==> src/common/port_ctrl_params.svh <==
// offsets, field positions, reset values for the port pin control block
// assumes an 8-bit i/o register space with a 6-bit address
`ifndef PORT_CTRL_PARAMS_SVH
`define PORT_CTRL_PARAMS_SVH

`define PE_PIN_READ_ADDR 6'h01
`define PE_DIR_ADDR 6'h02
`define PE_LATCH_ADDR 6'h03
`define PD_PIN_READ_ADDR 6'h10
`define PD_DIR_ADDR 6'h11
`define PD_LATCH_ADDR 6'h12
`define PC_LATCH_ADDR 6'h15

`define PORT_RESET_VAL 8'h00
`define UNMAPPED_READ_VAL 8'h00

`define PB_SS_BIT 0
`define PB_SCK_BIT 1
`define PB_MOSI_BIT 2
`define PB_MISO_BIT 3
`define PD_CAPTURE_BIT 4
`define PD_T1_BIT 6
`define PD_T2_BIT 7
`define PE_RX_BIT 0
`define PE_TX_BIT 1
`define PE_ACP_BIT 2
`define PE_ACN_BIT 3

`endif

==> src/common/port_ctrl_pkg.sv <==
// types shared by the port pin control block
// no assumptions beyond a systemverilog-2012 tool
package port_ctrl_pkg;

  typedef logic [7:0] byte_t;
  typedef logic [5:0] io_addr_t;

  // gray order along off -> slave -> master
  typedef enum logic [1:0]
  {
    SPI_OFF = 2'b00,
    SPI_SLAVE = 2'b01,
    SPI_MASTER = 2'b11
  } spi_role_t;

endpackage : port_ctrl_pkg

==> src/rtl/pin_sync.sv <==
// two-flop synchroniser for a group of pin inputs
// assumes the pins are asynchronous to the core clock
`timescale 1ns/100ps
module pin_sync #(
  parameter int WIDTH = 8
) (
  // clock and reset
  input wire logic clk,
  input wire logic rst,
  // pins in, synchronised out
  input wire logic [WIDTH-1:0] i_async,
  output logic [WIDTH-1:0] o_sync
);

  logic [WIDTH-1:0] meta_ff;
  logic [WIDTH-1:0] sync_ff;

  genvar g;
  generate
    for (g = 0; g < WIDTH; g++)
    begin : g_bit
      // first stage feeds only the second stage
      always_ff @(posedge clk or posedge rst)
      begin
        if (rst)
        begin
          meta_ff[g] <= 1'b0;
          sync_ff[g] <= 1'b0;
        end
        else
        begin
          meta_ff[g] <= i_async[g];
          sync_ff[g] <= meta_ff[g];
        end
      end
    end
  endgenerate

  assign o_sync = sync_ff;

endmodule : pin_sync

==> src/rtl/multi_port_pin_control.sv <==
// pin control for ports b (spi override), c, d and e
// assumes i/o register strobes and spi/timer inputs are on I_CLK_SYS
`timescale 1ns/100ps
`include "port_ctrl_params.svh"
module multi_port_pin_control #(
  parameter int CAP_W = 16
) (
  // clock and reset
  input wire logic I_CLK_SYS,
  input wire logic I_RESET,
  // i/o register access
  input wire port_ctrl_pkg::io_addr_t I_IO_ADDR,
  input wire logic I_IO_WR,
  input wire logic I_IO_RD,
  input wire port_ctrl_pkg::byte_t I_IO_WDATA,
  output port_ctrl_pkg::byte_t O_IO_RDATA,
  // spi control and port b bits 0-3
  input wire logic I_SPI_ENABLE,
  input wire logic I_SPI_MASTER,
  input wire logic [3:0] I_PORTB_DIR,
  input wire logic [3:0] I_PORTB_LATCH,
  input wire logic [3:0] I_PORTB_PIN,
  output logic [3:0] O_PORTB_DIR,
  output logic [3:0] O_PORTB_PULLUP,
  output logic [3:0] O_PORTB_PIN_SYNC,
  output logic O_SPI_SLAVE_SELECTED,
  // port c and external memory
  input wire logic I_XMEM_ACCESS,
  input wire port_ctrl_pkg::byte_t I_XMEM_ADDR_HI,
  output port_ctrl_pkg::byte_t O_PORT_C_OUTPUT_LATCH_OUT,
  // port d pins
  input wire port_ctrl_pkg::byte_t I_PORT_D_OUTPUT_LATCH_PIN,
  output port_ctrl_pkg::byte_t O_PORT_D_OUTPUT_LATCH_OUT,
  output port_ctrl_pkg::byte_t O_PORT_D_OUTPUT_LATCH_OE,
  output port_ctrl_pkg::byte_t O_PORT_D_OUTPUT_LATCH_PULLUP,
  // port e pins
  input wire port_ctrl_pkg::byte_t I_PORT_E_OUTPUT_LATCH_PIN,
  output port_ctrl_pkg::byte_t O_PORT_E_OUTPUT_LATCH_OUT,
  output port_ctrl_pkg::byte_t O_PORT_E_OUTPUT_LATCH_OE,
  output port_ctrl_pkg::byte_t O_PORT_E_OUTPUT_LATCH_PULLUP,
  // port e transmit override
  input wire logic I_TX_ALT_EN,
  input wire logic I_TX_ALT_DATA,
  // alternate functions
  output port_ctrl_pkg::byte_t O_EXT_IRQ_N,
  output logic O_TIMER_ONE_COUNT_IN,
  output logic O_TIMER_TWO_COUNT_IN,
  output logic O_PROG_SERIAL_IN,
  output logic O_COMPARATOR_POS_IN,
  output logic O_COMPARATOR_NEG_IN,
  // timer 1 capture
  input wire logic I_CAPTURE_RISING,
  input wire logic [CAP_W-1:0] I_TIMER1_COUNT,
  output logic [CAP_W-1:0] O_TIMER1_CAPTURE,
  output logic O_CAPTURE_EVENT
);
  import port_ctrl_pkg::*;

  byte_t pd_sync;
  byte_t pe_sync;
  logic [3:0] pb_sync;

  // pins are asynchronous, so every pin is synchronised before use
  pin_sync #(.WIDTH(8)) u_sync_d (
    .clk(I_CLK_SYS),
    .rst(I_RESET),
    .i_async(I_PORT_D_OUTPUT_LATCH_PIN),
    .o_sync(pd_sync)
  );
  pin_sync #(.WIDTH(8)) u_sync_e (
    .clk(I_CLK_SYS),
    .rst(I_RESET),
    .i_async(I_PORT_E_OUTPUT_LATCH_PIN),
    .o_sync(pe_sync)
  );
  pin_sync #(.WIDTH(4)) u_sync_b (
    .clk(I_CLK_SYS),
    .rst(I_RESET),
    .i_async(I_PORTB_PIN),
    .o_sync(pb_sync)
  );

  // register group
  byte_t pd_dir_ff, nxt_pd_dir;
  byte_t pd_latch_ff, nxt_pd_latch;
  byte_t pe_dir_ff, nxt_pe_dir;
  byte_t pe_latch_ff, nxt_pe_latch;
  byte_t pc_latch_ff, nxt_pc_latch;
  byte_t rdata_ff, nxt_rdata;

  always_comb
  begin
    nxt_pd_dir = pd_dir_ff;
    nxt_pd_latch = pd_latch_ff;
    nxt_pe_dir = pe_dir_ff;
    nxt_pe_latch = pe_latch_ff;
    nxt_pc_latch = pc_latch_ff;
    nxt_rdata = rdata_ff;
    // pin read addresses take no write effect
    if (I_IO_WR)
    begin
      if (I_IO_ADDR == `PD_DIR_ADDR)
        nxt_pd_dir = I_IO_WDATA;
      else if (I_IO_ADDR == `PD_LATCH_ADDR)
        nxt_pd_latch = I_IO_WDATA;
      else if (I_IO_ADDR == `PE_DIR_ADDR)
        nxt_pe_dir = I_IO_WDATA;
      else if (I_IO_ADDR == `PE_LATCH_ADDR)
        nxt_pe_latch = I_IO_WDATA;
      else if (I_IO_ADDR == `PC_LATCH_ADDR)
        nxt_pc_latch = I_IO_WDATA;
    end
    if (I_IO_RD)
    begin
      if (I_IO_ADDR == `PD_PIN_READ_ADDR)
        nxt_rdata = pd_sync;
      else if (I_IO_ADDR == `PD_DIR_ADDR)
        nxt_rdata = pd_dir_ff;
      else if (I_IO_ADDR == `PD_LATCH_ADDR)
        nxt_rdata = pd_latch_ff;
      else if (I_IO_ADDR == `PE_PIN_READ_ADDR)
        nxt_rdata = pe_sync;
      else if (I_IO_ADDR == `PE_DIR_ADDR)
        nxt_rdata = pe_dir_ff;
      else if (I_IO_ADDR == `PE_LATCH_ADDR)
        nxt_rdata = pe_latch_ff;
      else if (I_IO_ADDR == `PC_LATCH_ADDR)
        nxt_rdata = pc_latch_ff;
      else
        nxt_rdata = `UNMAPPED_READ_VAL;
    end
  end

  always_ff @(posedge I_CLK_SYS or posedge I_RESET)
  begin
    if (I_RESET)
    begin
      pd_dir_ff <= `PORT_RESET_VAL;
      pd_latch_ff <= `PORT_RESET_VAL;
      pe_dir_ff <= `PORT_RESET_VAL;
      pe_latch_ff <= `PORT_RESET_VAL;
      pc_latch_ff <= `PORT_RESET_VAL;
      rdata_ff <= `PORT_RESET_VAL;
    end
    else
    begin
      pd_dir_ff <= nxt_pd_dir;
      pd_latch_ff <= nxt_pd_latch;
      pe_dir_ff <= nxt_pe_dir;
      pe_latch_ff <= nxt_pe_latch;
      pc_latch_ff <= nxt_pc_latch;
      rdata_ff <= nxt_rdata;
    end
  end

  // pin drive group; outputs lag the registers by one cycle
  spi_role_t spi_role;
  logic [3:0] pb_dir_ff, nxt_pb_dir;
  logic [3:0] pb_pull_ff, nxt_pb_pull;
  logic ss_sel_ff, nxt_ss_sel;
  byte_t pc_out_ff, nxt_pc_out;
  byte_t pd_pull_ff, nxt_pd_pull;
  byte_t pe_out_ff, nxt_pe_out;
  byte_t pe_oe_ff, nxt_pe_oe;
  byte_t pe_pull_ff, nxt_pe_pull;

  always_comb
  begin
    spi_role = !I_SPI_ENABLE ? SPI_OFF : (I_SPI_MASTER ? SPI_MASTER : SPI_SLAVE);
    nxt_pb_dir = I_PORTB_DIR;
    case (spi_role)
      SPI_SLAVE:
      begin
        nxt_pb_dir[`PB_SS_BIT] = 1'b0;
        nxt_pb_dir[`PB_SCK_BIT] = 1'b0;
        nxt_pb_dir[`PB_MOSI_BIT] = 1'b0;
      end
      SPI_MASTER:
        nxt_pb_dir[`PB_MISO_BIT] = 1'b0;
      default: nxt_pb_dir = I_PORTB_DIR;
    endcase
    nxt_pb_pull = ~nxt_pb_dir & I_PORTB_LATCH;
    nxt_ss_sel = (spi_role == SPI_SLAVE) && !pb_sync[`PB_SS_BIT];
    nxt_pc_out = I_XMEM_ACCESS ? I_XMEM_ADDR_HI : pc_latch_ff;
    nxt_pd_pull = ~pd_dir_ff & pd_latch_ff;
    nxt_pe_out = pe_latch_ff;
    nxt_pe_oe = pe_dir_ff;
    // transmit takes the pin as an output while enabled
    if (I_TX_ALT_EN)
    begin
      nxt_pe_out[`PE_TX_BIT] = I_TX_ALT_DATA;
      nxt_pe_oe[`PE_TX_BIT] = 1'b1;
    end
    nxt_pe_pull = ~nxt_pe_oe & pe_latch_ff;
  end

  always_ff @(posedge I_CLK_SYS or posedge I_RESET)
  begin
    if (I_RESET)
    begin
      pb_dir_ff <= 4'h0;
      pb_pull_ff <= 4'h0;
      ss_sel_ff <= 1'b0;
      pc_out_ff <= `PORT_RESET_VAL;
      pd_pull_ff <= `PORT_RESET_VAL;
      pe_out_ff <= `PORT_RESET_VAL;
      pe_oe_ff <= `PORT_RESET_VAL;
      pe_pull_ff <= `PORT_RESET_VAL;
    end
    else
    begin
      pb_dir_ff <= nxt_pb_dir;
      pb_pull_ff <= nxt_pb_pull;
      ss_sel_ff <= nxt_ss_sel;
      pc_out_ff <= nxt_pc_out;
      pd_pull_ff <= nxt_pd_pull;
      pe_out_ff <= nxt_pe_out;
      pe_oe_ff <= nxt_pe_oe;
      pe_pull_ff <= nxt_pe_pull;
    end
  end

  // capture group; the pin is used even if left as output, software's care
  logic cap_prev_ff, nxt_cap_prev;
  logic cap_evt_ff, nxt_cap_evt;
  logic [CAP_W-1:0] cap_ff, nxt_cap;
  logic cap_edge;

  always_comb
  begin
    nxt_cap_prev = pd_sync[`PD_CAPTURE_BIT];
    cap_edge = (pd_sync[`PD_CAPTURE_BIT] != cap_prev_ff) &&
      (pd_sync[`PD_CAPTURE_BIT] == I_CAPTURE_RISING);
    nxt_cap_evt = cap_edge;
    nxt_cap = cap_edge ? I_TIMER1_COUNT : cap_ff;
  end

  always_ff @(posedge I_CLK_SYS or posedge I_RESET)
  begin
    if (I_RESET)
    begin
      cap_prev_ff <= 1'b0;
      cap_evt_ff <= 1'b0;
      cap_ff <= '0;
    end
    else
    begin
      cap_prev_ff <= nxt_cap_prev;
      cap_evt_ff <= nxt_cap_evt;
      cap_ff <= nxt_cap;
    end
  end

  // outputs
  assign O_IO_RDATA = rdata_ff;
  assign O_PORTB_DIR = pb_dir_ff;
  assign O_PORTB_PULLUP = pb_pull_ff;
  assign O_PORTB_PIN_SYNC = pb_sync;
  assign O_SPI_SLAVE_SELECTED = ss_sel_ff;
  assign O_PORT_C_OUTPUT_LATCH_OUT = pc_out_ff;
  assign O_PORT_D_OUTPUT_LATCH_OUT = pd_latch_ff;
  assign O_PORT_D_OUTPUT_LATCH_OE = pd_dir_ff;
  assign O_PORT_D_OUTPUT_LATCH_PULLUP = pd_pull_ff;
  assign O_PORT_E_OUTPUT_LATCH_OUT = pe_out_ff;
  assign O_PORT_E_OUTPUT_LATCH_OE = pe_oe_ff;
  assign O_PORT_E_OUTPUT_LATCH_PULLUP = pe_pull_ff;
  assign O_EXT_IRQ_N = {pe_sync[7:4], pd_sync[3:0]};
  assign O_TIMER_ONE_COUNT_IN = pd_sync[`PD_T1_BIT];
  assign O_TIMER_TWO_COUNT_IN = pd_sync[`PD_T2_BIT];
  assign O_PROG_SERIAL_IN = pe_sync[`PE_RX_BIT];
  assign O_COMPARATOR_POS_IN = pe_sync[`PE_ACP_BIT];
  assign O_COMPARATOR_NEG_IN = pe_sync[`PE_ACN_BIT];
  assign O_TIMER1_CAPTURE = cap_ff;
  assign O_CAPTURE_EVENT = cap_evt_ff;
endmodule : multi_port_pin_control

==> config.mk <==
export PLATFORM = sky130hd
export DESIGN_NAME = multi_port_pin_control
export DESIGN_NICKNAME = d
export VERILOG_FILES = /design/src/common/port_ctrl_pkg.sv /design/src/rtl/pin_sync.sv /design/src/rtl/multi_port_pin_control.sv
export VERILOG_INCLUDE_DIRS = /design/src /design/src/common
export SDC_FILE = /design/constraint.sdc
export NUM_CORES = 1
export LEC_CHECK = 0
export BUFFER_PORTS_ARGS = -buffer_cell sky130_fd_sc_hd__buf_2
export CORE_UTILIZATION = 25
export CTS_CLUSTER_DIAMETER = 80
export DETAILED_ROUTE_END_ITERATION = 7
export MAX_ROUTING_LAYER = met4
export SYNTH_ARGS = -nofsm -noshare
export SYNTH_HDL_FRONTEND = slang
export SYNTH_SLANG_ARGS = --single-unit
==> constraint.sdc <==
create_clock -name I_CLK_SYS -period 10.1 [get_ports I_CLK_SYS]
set_input_delay 0.505 -clock I_CLK_SYS [delete_from_list [all_inputs] [get_ports I_CLK_SYS]]
set_output_delay 0.505 -clock I_CLK_SYS [all_outputs]
set_load 0.05 [all_outputs]
Word-level counts from Yosys, hierarchy flattened
Index checks and enable logic that the tools add are counted.
{ "totals": {"register_bits": 155, "input_bits": 76, "out_inout_bits": 107, "wordCells": 100} }
{ "op_classes": {"eq_ne": 11, "n_mux": 14, "bitwise": 10, "reduce_logical": 8} }
{ "op_table": {"columns": ["cell", "count"], "rows": [
  ["8-bit two-way mux", 8],
  ["6-bit by 5-bit equality test with 1-bit output, second input constant", 4],
  ["8-bit AND", 2],
  ["8-bit inverter", 2],
  ["6-bit by 2-bit equality test with 1-bit output, second input constant", 2],
  ["6-bit by 1-bit equality test with 1-bit output, second input constant", 1],
  ["6-bit AND reduction", 1],
  ["5-bit AND reduction", 1],
  ["4-bit AND", 1],
  ["2-bit two-way mux", 2],
  ["1-bit inverter", 4],
  ["4-bit inverter", 1],
  ["4-bit AND reduction", 1],
  ["1-bit two-way mux", 3],
  ["3-bit two-way mux", 1],
  ["3-bit AND reduction", 1],
  ["2-bit by 1-bit equality test with 1-bit output, second input constant", 1],
  ["2-bit equality test, second input constant", 1],
  ["1-bit logical AND", 2],
  ["2-bit AND reduction", 1],
  ["1-bit equality test", 1],
  ["1-bit logical NOT", 1],
  ["1-bit != test", 1]
]} }

Depth between registers and ports, before layout
Gate-level depths: netlist of the first run.
{ "depth": {"depth_word": 8, "depth_mapped": 7, "mapped_depth_nobuf": 5} }

Modules after synthesis
A second synthesis of the first run with hierarchy kept.
{ "unflattened": {"hier_cells": 367, "hier_area_um2": 5587.9} }
{ "modules_own_cells": {"columns": ["mod", "instances", "cells_each", "area_per_inst_um2", "seq_area_each_um2"], "rows": [
  ["multi_port_pin_control", 1, 324, 4575.6, 2877.8],
  ["pin_sync (u_sync_d ...)", 2, 17, 404.1, 400.4],
  ["pin_sync (u_sync_b)", 1, 9, 203.9, 200.2]
]} }

Worst setup path before layout of the first run
OpenSTA, ideal clock, no wires.
{ "synth_path": {"kind": "input port to flip-flop", "startpoint": "input port I_IO_ADDR[0]", "endpoint": "register pd_latch_ff[0], in the netlist O_PORT_D_OUTPUT_LATCH_OUT[0]", "setup_time_ps": 125, "t_arrival_ps": 1905, "t_required_ps": 9975, "setup_slack_ps": 8071, "path_stages": 5, "path_buffers": 1, "path_cell_list": "buf_2 > or4b_4 > nor3b_4 > nand3_4 > mux2_2"} }
{ "synth_via": {"elab_chain_cells": 3, "word_cells_on_any_way": 4, "classes_between": "2 x eq/ne; 1 x bitwise; 1 x reduce/logical"} }
{ "synth_rtl": {"columns": ["item", "line_no", "source"], "rows": [
  ["start, declared", "multi_port_pin_control.sv:12", "input wire port_ctrl_pkg::io_addr_t I_IO_ADDR,"],
  ["6-bit by 5-bit equality test with 1-bit output (no source line)", null, null],
  ["1-bit inverter (no source line)", null, null],
  ["3-bit AND reduction (no source line) (*)", null, null],
  ["end signal, assigned", "multi_port_pin_control.sv:139", "pd_latch_ff <= `PORT_RESET_VAL;"],
  ["end signal, assigned", "multi_port_pin_control.sv:148", "pd_latch_ff <= nxt_pd_latch;"],
  ["end, declared", "multi_port_pin_control.sv:85", "byte_t pd_latch_ff, nxt_pd_latch;"]
]} }
Mark *: on every way between the ends. The rest lies on a longest branch, timed or not.
A chain may end at the register's enable or synchronous reset.

Final worst setup path of the first run
{ "layout_path": {"startpoint": "input port I_IO_ADDR[5]", "endpoint": "register pc_latch_ff[4]"} }
{ "layout_via": {"elab_chain_cells": 3, "word_cells_on_any_way": 10, "classes_between": "5 x eq/ne; 4 x bitwise; 1 x reduce/logical"} }
{ "layout_rtl": {"columns": ["item", "line_no", "source"], "rows": [
  ["6-bit by 2-bit equality test with 1-bit output (no source line) / 6-bit by 5-bit equality test with 1-bit output (equally long branches)", null, null],
  ["1-bit inverter (no source line)", null, null],
  ["6-bit AND reduction (no source line) (*)", null, null],
  ["end signal, assigned", "multi_port_pin_control.sv:142", "pc_latch_ff <= `PORT_RESET_VAL;"],
  ["end signal, assigned", "multi_port_pin_control.sv:151", "pc_latch_ff <= nxt_pc_latch;"],
  ["end, declared", "multi_port_pin_control.sv:88", "byte_t pc_latch_ff, nxt_pc_latch;"]
]} }
Marks and branches as above.

==> flow_summary.ini, run 1 <==
[status]
run_status = finished, violations left
violations = design-rule violations

[critical_path]
critical_path.max_stage_delay_ns = 0.72
timing.critical_path.depth = 6
reg2reg_setup_slack_ns = 8.69
worst_path_cell_trace = buf_2 -> nor4b_2 -> nor2b_1 -> nand2_2 -> nand3_2 -> mux2_2
arrival_ns = 2.67
timing.critical_path.from_type = primary input
timing.critical_path.fanout_max = 10
setup.worst_path.class = in2reg
worstSetupEndpointType = flop
rr_endpoint = O_IO_RDATA[4]$_DFFE_PP0P_
worst-path-buf-inv = 1
worst_r2r_startpoint = pe_latch_ff[4]$_DFFE_PP0P_
timing.critical_path.slowest_stage_cell = sky130_fd_sc_hd__nor2b_1
r2r_cells = 5
crit_start = I_IO_ADDR[5]
crit_path_required_time_ns = 10.40
timing.critical_path.to = pc_latch_ff[4]$_DFFE_PP0P_
crit_family = simple AND/OR/NAND/NOR gates

[floorplan]
coreArea_um2 = 22000
initial_core_util_pct = 25.7
die_width_um = 152
io_pins = 183
die_area_um2 = 23200
num_rows = 54
die_y_extent_um = 152

[timing]
achievable-frequency_mhz = 422
finalHoldWorstSlack_ns = 0.182
rsz0062_at_grt = false
timing.final.setup_violations = 0
slew_of_the_pin_with_the_lowest_slew_margin_ns = 1.07
final-max-slew-violation-count = 0
post-route-worst-setup-slack_ns = 7.73
timing.final.crit_share_pct = 23.5
slew_headroom_pct = 28.7
timing.clock.skew_ns = 0.0105
totalNegativeSetupSlack_ns = 0
period_minus_ws_final_ns = 2.37
hold_viol = 0

[yosys]
average_footprint_of_a_synthesized_cell_um2 = 15.2
netlist_top_cells_area = sky130_fd_sc_hd__dfrtp_1, sky130_fd_sc_hd__mux2_2, sky130_fd_sc_hd__nor2b_1
synthesis.nets = 448
synth-async-reset-ratio_pct = 100
synth_area_um2 = 5640
synth_enable_flop_cells = 0
ys_types = 47
yosys_register_bits = 155
synth_area_leader = sky130_fd_sc_hd__dfrtp_1
synth_flop_cell = sky130_fd_sc_hd__dfrtp_1
synth.yosys.warnings = 0
post-synth-top-area-fraction_pct = 68.8
ys_seq_area_share_pct = 68.8
synthCells = 372

[final_layout]
num-nets-final = 632
fin_area_um2 = 7470
number_of_flip_flops_in_the_largest_register = 16
layout.core_utilization_pct = 34.0
syn2layout_area_growth_pct = 32.5
instances_no_fill = 850
share_of_final_layout_standard_cells_stronger_than_drive_strength_1_pct = 51.3
fill_cells = 2184

[pwr]
sw_frac_of_total_pct = 30.9
worst_voltage_drop_across_the_vdd_grid_mv = 0.106
total_power_mw = 1.77
clock_power_share_pct = 40.3
power.static_leakage_nw = 3.67
combPwrFrac_pct = 18.6
internal-power_mw = 1.22
p_per_area_nw_per_um2 = 237
power_switching_mw = 0.546
power_frac_seq_pct = 41.1

[clocking]
cts-htree-levels = 4
clock_tree.root_cell = sky130_fd_sc_hd__clkbuf_16
numClockSinks = 155
post_cts_hold_buffer_count = 0
tritoncts = yes
total_clock_buffers_created_by_cts = 17
cts.reportedPaths.clkPinSlew_ns = 0.07
post_cts_resized = 0
postCtsSetupRepairBufs = 0
cts_max_path_buffers = 2
clk_latency_ns = 0.42

[routing]
drc = 14
num_vias = 3570
drt_pre_antenna_iters = 6
drt-initial-drc-count = 196
finalWirelength_um = 14500
wl_per_cell_um = 17.1
count_of_antenna_violating_nets_left_after_detailed_routing = 0
vias_per_cell = 4.20

[placed_design]
io_buffer_count = 182
place.detailed.instances = 817
detailedPlacementHpwl_um = 10400
place_area_um2 = 6810
globalplace.congestion = 0.745
place_worst_setup_slack_ns = 7.29

[grt]
antenna_found_initial = 1
grt_pass1_wl_um = 22400
largest_net_degree_at_the_start_of_global_routing = 85
grt_pass1_vias = 3712
global_route_overflow = 0
grt_usage_pct = 13.5

[worst_hold_path]
min_from = I_PORT_E_OUTPUT_LATCH_PIN[7]
hold_path_class = in2reg

[job]
max_cap_violations = 0
## synthesized netlist by cell type (all sizes together), types with 2 or more instances
library cell	number
buf	13
mux2i	3
a31oi	7
o21ai	11
nand2	8
a21oi	2
and2	3
a32oi	2
nand3	4
a21o	3
nor2	4
nor4b	2
nor2b	21
a32o	2
o2bb2ai	2
mux2	64
dfrtp	155
o22ai	7
nand2b	18
inv	8
clkbuf	6
o211ai	2
a22oi	5
nand3b	4
## layout by cell type, fill, tap and decap left out, types with 3 or more instances in the layout
cell / synthesis / final
sky130_fd_sc_hd__buf_2: 2 / 182
sky130_fd_sc_hd__dfrtp_1: 155 / 155
sky130_fd_sc_hd__mux2_2: 64 / 64
sky130_fd_sc_hd__nor2b_1: 21 / 21
sky130_fd_sc_hd__nand2b_1: 18 / 18
sky130_fd_sc_hd__clkbuf_16: 0 / 17
sky130_fd_sc_hd__o21ai_0: 10 / 10
sky130_fd_sc_hd__nand2_1: 7 / 7
sky130_fd_sc_hd__inv_1: 8 / 7
sky130_fd_sc_hd__o22ai_1: 7 / 7
sky130_fd_sc_hd__a31oi_1: 7 / 7
sky130_fd_sc_hd__a22oi_1: 5 / 5
sky130_fd_sc_hd__bufinv_16: 0 / 5
sky130_fd_sc_hd__nand3b_1: 4 / 4
sky130_fd_sc_hd__nor2_1: 4 / 4
sky130_fd_sc_hd__inv_6: 0 / 4
sky130_fd_sc_hd__mux2i_1: 3 / 3
sky130_fd_sc_hd__a21o_1: 3 / 3
sky130_fd_sc_hd__and2_1: 3 / 3
## worst min path at each step
stage	end	slack (ns)	cells past startpoint
after floorplan	u_sync_b.o_sync[0]$_DFF_PP0_	0.33	0
after global placement	u_sync_b.o_sync[3]$_DFF_PP0_	0.33	0
after detailed placement	u_sync_b.o_sync[3]$_DFF_PP0_	0.33	0
after CTS	u_sync_e.meta_ff[7]$_DFF_PP0_	0.16	1
after global routing	u_sync_e.meta_ff[7]$_DFF_PP0_	0.16	1
final	u_sync_e.meta_ff[7]$_DFF_PP0_	0.18	1
## area by class of cell
type	count	area, um2	share of cell area (%)
tap	280	350	4.69
multi-input combinational	190	1620	21.7
antenna	1	2.50	0.0335
timing repair buffer	184	926	12.4
clock inverter	13	214	2.87
sequential	155	3880	52.0
clock buffer	19	443	5.93
inverter	8	35.0	0.469
## metal layers
metal	wire length, um	global-route usage [%]	up-vias
met5	0	-	-
met4	111	3.50	0
met3	771	3.61	8
met2	6800	20.4	130
met1	6820	17.9	1760
li1	-	-	1672
## worst register-to-register path, stage by stage, from the launching register on
cell and delay, ns:
sky130_fd_sc_hd__dfrtp_1 0.41, sky130_fd_sc_hd__nand2b_1 0.15, sky130_fd_sc_hd__and3_1 0.18, sky130_fd_sc_hd__a221o_1 0.27
sky130_fd_sc_hd__o211ai_1 0.13, sky130_fd_sc_hd__a31oi_1 0.13
## power groups by stage
stage	logic [mW]	clock network [mW]	registers, mW
final	0.329	0.711	0.727
after global routing	0.345	0.761	0.737
after CTS	0.333	0.733	0.728
after detailed placement	0.333	0	0.739
after global placement	0.330	0	0.738
after floorplan	0.0791	0	0.894
## logic make-up (layout without fill, tap and decap cells)
group / count (synthesis) / in the layout / share of synthesized area (%)
DFF: 155 / 155 / 68.8
and+or+nand+nor: 73 / 73 / 9.26
AOI/OAI and AO/OA: 50 / 50 / 6.10
buffers and inverters: 27 / 224 / 2.51
other: 0 / 1 / 0
muxes: 67 / 67 / 13.3
Power figures use the tool's default switching activity.
==> run 2: changes to the inputs <==
Clock period 10.1 ns to 1.9 ns, I/O delays scaled along.
==> run 2 against run 1 <==
Total power grew to 5.2 times the previous value; utilization is 3.4 points higher; routed wire length is 7.2% higher; largest power group unchanged; final area is 10% higher; via count is 11% higher; clock power grew to 4.7 times the previous value; the flow still finishes with violations (design-rule violations); first-iteration DRC count is 7.1% higher; setup slack worse by 7.2 ns; sequential cell count stayed put; largest cell class unchanged; count of clock-buffer cells in the layout stayed put; non-clock buffer count is 85 higher; die area stayed put.
==> flow_summary.ini, run 2 (same netlist as run 1, synthesis figures left out) <==
[grt]
grt_usage_pct = 14.5
global_route.peak_usage_layer = met2
grt_pass1_wl_um = 24100
antenna_found_initial = 0
grt_pass1_vias = 4160
grt.met2_usage_pct = 22.8
global_route_overflow = 0
gr-usage-met1_pct = 18.2
grt_util_met3_pct = 3.61
largest_net_degree_at_the_start_of_global_routing = 53

[critical_path]
worst-path-buf-inv = 3
timing.critical_path.from_type = primary input
worstSetupEndpointType = flop
worst_path_cell_trace = dlygate4sd3_1 -> buf_2 -> nand2b_1 -> and2_1 -> nor2b_1 -> dlygate4sd3_1
crit_family = buffers and inverters
setup.worst_path.class = in2reg
crit_path_required_time_ns = 2.26
crit_path_frequent_cell = sky130_fd_sc_hd__dlygate4sd3_1
timing.critical_path.slowest_stage_cell = sky130_fd_sc_hd__dlygate4sd3_1
arrival_ns = 1.77
timing.critical_path.fanout_max = 4
critical_path.max_stage_delay_ns = 0.55

[clocking]
cts_max_path_buffers = 2
cts-htree-levels = 4
tritoncts = yes
cts.reportedPaths.clkPinSlew_ns = 0.06
total_clock_buffers_created_by_cts = 17
clock_tree.root_cell = sky130_fd_sc_hd__clkbuf_16
clk_latency_ns = 0.42
numClockSinks = 155
post_cts_resized = 0

[placed_design]
io_buffer_count = 182
place_worst_setup_slack_ns = 0.110
place_area_um2 = 6950
detailedPlacementHpwl_um = 11000
place.detailed.instances = 833
globalplace.congestion = 0.786

[routing]
vias_per_cell = 4.26
count_of_antenna_violating_nets_left_after_detailed_routing = 0
drt_pre_antenna_iters = 6
drc = 12
finalWirelength_um = 15500
drt-initial-drc-count = 210
num_vias = 3975
wl_per_cell_um = 16.6

[final_layout]
antennaDiodeCount = 0
number_of_flip_flops_in_the_largest_register = 16
multi_input_gate_area_um2 = 1620
layout_common_cells = sky130_fd_sc_hd__buf_2, sky130_fd_sc_hd__dfrtp_1, sky130_fd_sc_hd__dlygate4sd3_1
share_of_final_layout_standard_cells_stronger_than_drive_strength_1_pct = 46.9
fin_area_um2 = 8220
num-nets-final = 717
fill_cells = 2110
instances_no_fill = 934
sequential_cell_area_um2 = 3880
syn2layout_area_growth_pct = 45.8
leading_cell_type_in_the_layout_fill_and_taps_excluded = sky130_fd_sc_hd__buf_2

[status]
violations = design-rule violations
run_status = finished, violations left

[pwr]
worst_voltage_drop_across_the_vdd_grid_mv = 0.540
power_switching_mw = 2.94
power.static_leakage_nw = 3.99
total_power_mw = 9.10
p_per_area_nw_per_um2 = 1110
power_frac_seq_pct = 42.5
combPwrFrac_pct = 20.8
internal-power_mw = 6.16
sw_frac_of_total_pct = 32.3
clock_power_share_pct = 36.8

[timing]
rsz0062_at_grt = false
timing.final.setup_violations = 0
timing.final.crit_share_pct = 74.2
post-route-worst-setup-slack_ns = 0.490
period_minus_ws_final_ns = 1.41
final-max-slew-violation-count = 0
hold_viol = 0
timing.clock.skew_ns = 0.00491
achievable-frequency_mhz = 709
slew_headroom_pct = 74.1
slew_of_the_pin_with_the_lowest_slew_margin_ns = 0.385
finalHoldWorstSlack_ns = 0.104

[floorplan]
die_area_um2 = 23200
coreArea_um2 = 22000
num_rows = 54
die_y_extent_um = 152
die_width_um = 152
io_pins = 183
initial_core_util_pct = 25.7

[job]
max_cap_violations = 0

[worst_hold_path]
hold_path_class = in2reg
run 2: area by class of cell:
| cell class | count | area share, % |
|---|---|---|
| clock buffer | 19 | 5.27 |
| inverter | 8 | 0.411 |
| clock inverter | 13 | 1.77 |
| sequential | 155 | 47.2 |
| timing repair buffer | 269 | 21.4 |
| tap | 280 | 4.26 |
| multi-input combinational | 190 | 19.7 |
run 2: worst reg2reg max path, cell delays in order (launching register included):
cell                       delay, ns
sky130_fd_sc_hd__dfrtp_1        0.42
sky130_fd_sc_hd__nand2b_1       0.17
sky130_fd_sc_hd__and3_1         0.18
sky130_fd_sc_hd__a221o_1        0.28
sky130_fd_sc_hd__o211ai_1       0.11
sky130_fd_sc_hd__a31oi_1        0.10
run 2: path summary, 6_finish.rpt:
kind,slack (ns),from,cells past startpoint,end
min,0.10,I_IO_RD,2,O_IO_RDATA[5]$_DFFE_PP0P_
max in group asynchronous,1.02,I_RESET,4,O_PORT_D_OUTPUT_LATCH_PULLUP[4]$_DFF_PP0_
min reg2reg,0.35,u_sync_e.meta_ff[6]$_DFF_PP0_,0,u_sync_e.o_sync[6]$_DFF_PP0_
max,0.49,I_SPI_MASTER,6,O_PORTB_PULLUP[1]$_DFF_PP0_
max reg2reg,0.52,pe_latch_ff[4]$_DFFE_PP0P_,5,O_IO_RDATA[4]$_DFFE_PP0P_
min in group asynchronous,0.21,I_RESET,3,O_PORT_E_OUTPUT_LATCH_OUT[3]$_DFF_PP0_
run 2: per-layer routing:
metal  share of wire [%]  routed length (um)
met1                  46                7080
met2                  48                7430
met3                 5.0                 783
met4                 1.6                 252
met5                   0                   0
run 2: what timing repair did:
item,in CTS,in global routing
endpoints found under the hold margin,108,0
hold buffers,69,0
buffers inserted,0,0
run 2: through the flow:
stage                     TNS, ns  utilization (%)
after floorplan            -23.86                -
after global placement          0             31.7
after detailed placement        0             31.7
after CTS                       0             37.4
after global routing            0             37.4
final                           0             37.4
run 2: power groups by stage:
stage	registers, mW	logic, mW	clock network [mW]
after detailed placement	3.93	1.79	0
after floorplan	4.75	0.421	0
after global placement	3.93	1.77	0
final	3.87	1.89	3.35
after global routing	3.91	1.98	3.61
after CTS	3.87	1.91	3.46
==> run 3: changes to the inputs <==
Clock period 1.9 ns to 1.3 ns, I/O delays scaled along.
==> run 3 against run 2 <==
The flow still finishes with violations (design-rule violations); final cell count increased by 2.7%; count of clock-buffer cells in the layout decreased by 2; register-to-register slack got worse by 0.52 ns; utilization increased by 1.4 points; clock power increased by 45%; total power increased by 47%; sequential share of layout area decreased by 1.7 points; die area unchanged; worst hold slack got worse by 0.073 ns; first-iteration DRC count decreased by 39%; sequential power increased by 45%; critical endpoint is now O_TIMER1_CAPTURE[13]$_DFFE_PP0P_.
==> flow_summary.ini, run 3 (same netlist as run 1, synthesis figures left out) <==
[routing]
vias_per_cell = 4.15
drc = 8
wl_per_cell_um = 16.3
drt_pre_antenna_iters = 6
count_of_antenna_violating_nets_left_after_detailed_routing = 0
num_vias = 3978
drt-initial-drc-count = 129
finalWirelength_um = 15600

[critical_path]
crit_path_required_time_ns = 1.60
timing.critical_path.from_type = flop
crit_family = flip-flops
critical_path.max_stage_delay_ns = 0.37
worst-path-buf-inv = 1
timing.critical_path.fanout_max = 17
arrival_ns = 1.60
setup.worst_path.class = reg2reg
timing.critical_path.slowest_stage_cell = sky130_fd_sc_hd__dfrtp_1
worstSetupEndpointType = flop
worst_path_cell_trace = nand3b_1 -> o21ai_4 -> buf_12 -> mux2_2

[pwr]
power.static_leakage_nw = 4.21
worst_voltage_drop_across_the_vdd_grid_mv = 0.791
p_per_area_nw_per_um2 = 1570

[timing]
period_minus_ws_final_ns = 1.30
timing.final.crit_share_pct = 99.7
slew_of_the_pin_with_the_lowest_slew_margin_ns = 0.357
hold_viol = 0
timing.clock.skew_ns = 0.00681
post-route-worst-setup-slack_ns = 0.00384
final-max-slew-violation-count = 0
timing.final.setup_violations = 0
slew_headroom_pct = 76.2
rsz0062_at_grt = true
achievable-frequency_mhz = 772

[clocking]
cts-htree-levels = 4
cts_max_path_buffers = 2
clk_latency_ns = 0.43
numClockSinks = 155
cts.reportedPaths.clkPinSlew_ns = 0.07
total_clock_buffers_created_by_cts = 17
clock_tree.root_cell = sky130_fd_sc_hd__clkbuf_16
tritoncts = yes

[status]
violations = design-rule violations
run_status = finished, violations left

[grt]
global_route_overflow = 0
grt_usage_pct = 14.7
grt_pass1_wl_um = 24500
grt_pass1_vias = 4289
largest_net_degree_at_the_start_of_global_routing = 66
antenna_found_initial = 0

[floorplan]
num_rows = 54
coreArea_um2 = 22000
die_width_um = 152
io_pins = 183
die_area_um2 = 23200
die_y_extent_um = 152
initial_core_util_pct = 25.7

[final_layout]
number_of_flip_flops_in_the_largest_register = 16
share_of_final_layout_standard_cells_stronger_than_drive_strength_1_pct = 50.5
num-nets-final = 742
antennaDiodeCount = 0
syn2layout_area_growth_pct = 51.3
fin_area_um2 = 8530
layout_common_cells = sky130_fd_sc_hd__buf_2, sky130_fd_sc_hd__dfrtp_1, sky130_fd_sc_hd__dlygate4sd3_1
leading_cell_type_in_the_layout_fill_and_taps_excluded = sky130_fd_sc_hd__buf_2

[placed_design]
place_area_um2 = 7220
io_buffer_count = 182
globalplace.congestion = 0.783
place_worst_setup_slack_ns = -0.375
detailedPlacementHpwl_um = 11300

[job]
max_cap_violations = 0

[worst_hold_path]
hold_path_class = in2reg
## run 3: what timing repair did
item	CTS	global route
pin swaps	1	3
gates resized for setup	0	7
hold endpoints to repair	251	0
setup endpoints to repair	16	22
hold buffers	67	0
setup buffers	1	2
## run 3: worst min-delay path: stages
cell                       delay (ns)
sky130_fd_sc_hd__buf_2           0.08
sky130_fd_sc_hd__nand2b_4        0.12
sky130_fd_sc_hd__and2_1          0.14
## run 3: layout make-up
class | instances | area, um2
inverters | 8 | 33.8
well taps | 280 | 350
clock buffers | 17 | 425
clock inverters | 15 | 150
flip-flops and latches | 155 | 3880
fillers | 2076 | 13400
multi-input cells | 190 | 1720
repair buffers | 294 | 1970
## run 3: final timing paths
kind                                                    start                               end  slack [ns]  cells past startpoint
worst max register to register          cap_prev_ff$_DFF_PP0_  O_TIMER1_CAPTURE[13]$_DFFE_PP0P_       0.004                      4
worst min-delay path                             I_SPI_MASTER          O_PORTB_DIR[2]$_DFF_PP0_        0.03                      3
worst max-delay path                    cap_prev_ff$_DFF_PP0_  O_TIMER1_CAPTURE[13]$_DFFE_PP0P_       0.004                      4
min in group asynchronous                             I_RESET     u_sync_b.meta_ff[3]$_DFF_PP0_        0.11                      3
worst min register to register  u_sync_d.meta_ff[2]$_DFF_PP0_      u_sync_d.o_sync[2]$_DFF_PP0_        0.35                      0
max in group asynchronous                             I_RESET  O_TIMER1_CAPTURE[11]$_DFFE_PP0P_        0.61                      4
## run 3: where the power goes
group	total [mW]	switching, mW	internal (mW)
sequential	5.62	0.296	5.33
combinational	2.91	1.98	0.935
clock	4.85	2.28	2.57
total	13.4	4.55	8.83
## run 3: metal layers
layer,track usage [%],wire [um],up-vias
li1,-,-,1899
met1,16.7,6470,1977
met2,25.7,8320,88
met3,3.73,633,14
met4,3.98,198,0
met5,-,0,-
## run 3: stage by stage
step | power [mW] | utilization [%] | setup TNS [ns] | hold slack, ns | std cells
after floorplan | 7.60 | - | -115.42 | 0.0964 | 372
after global placement | 8.43 | 32.9 | -14.18 | 0.00143 | 857
after detailed placement | 8.46 | 32.9 | -14.74 | 0.00188 | 857
after CTS | 13.5 | 38.6 | 0 | 0.0549 | 957
after global routing | 13.9 | 38.8 | -1.28 | 0.0379 | 959
final | 13.4 | 38.8 | 0 | 0.0307 | 959
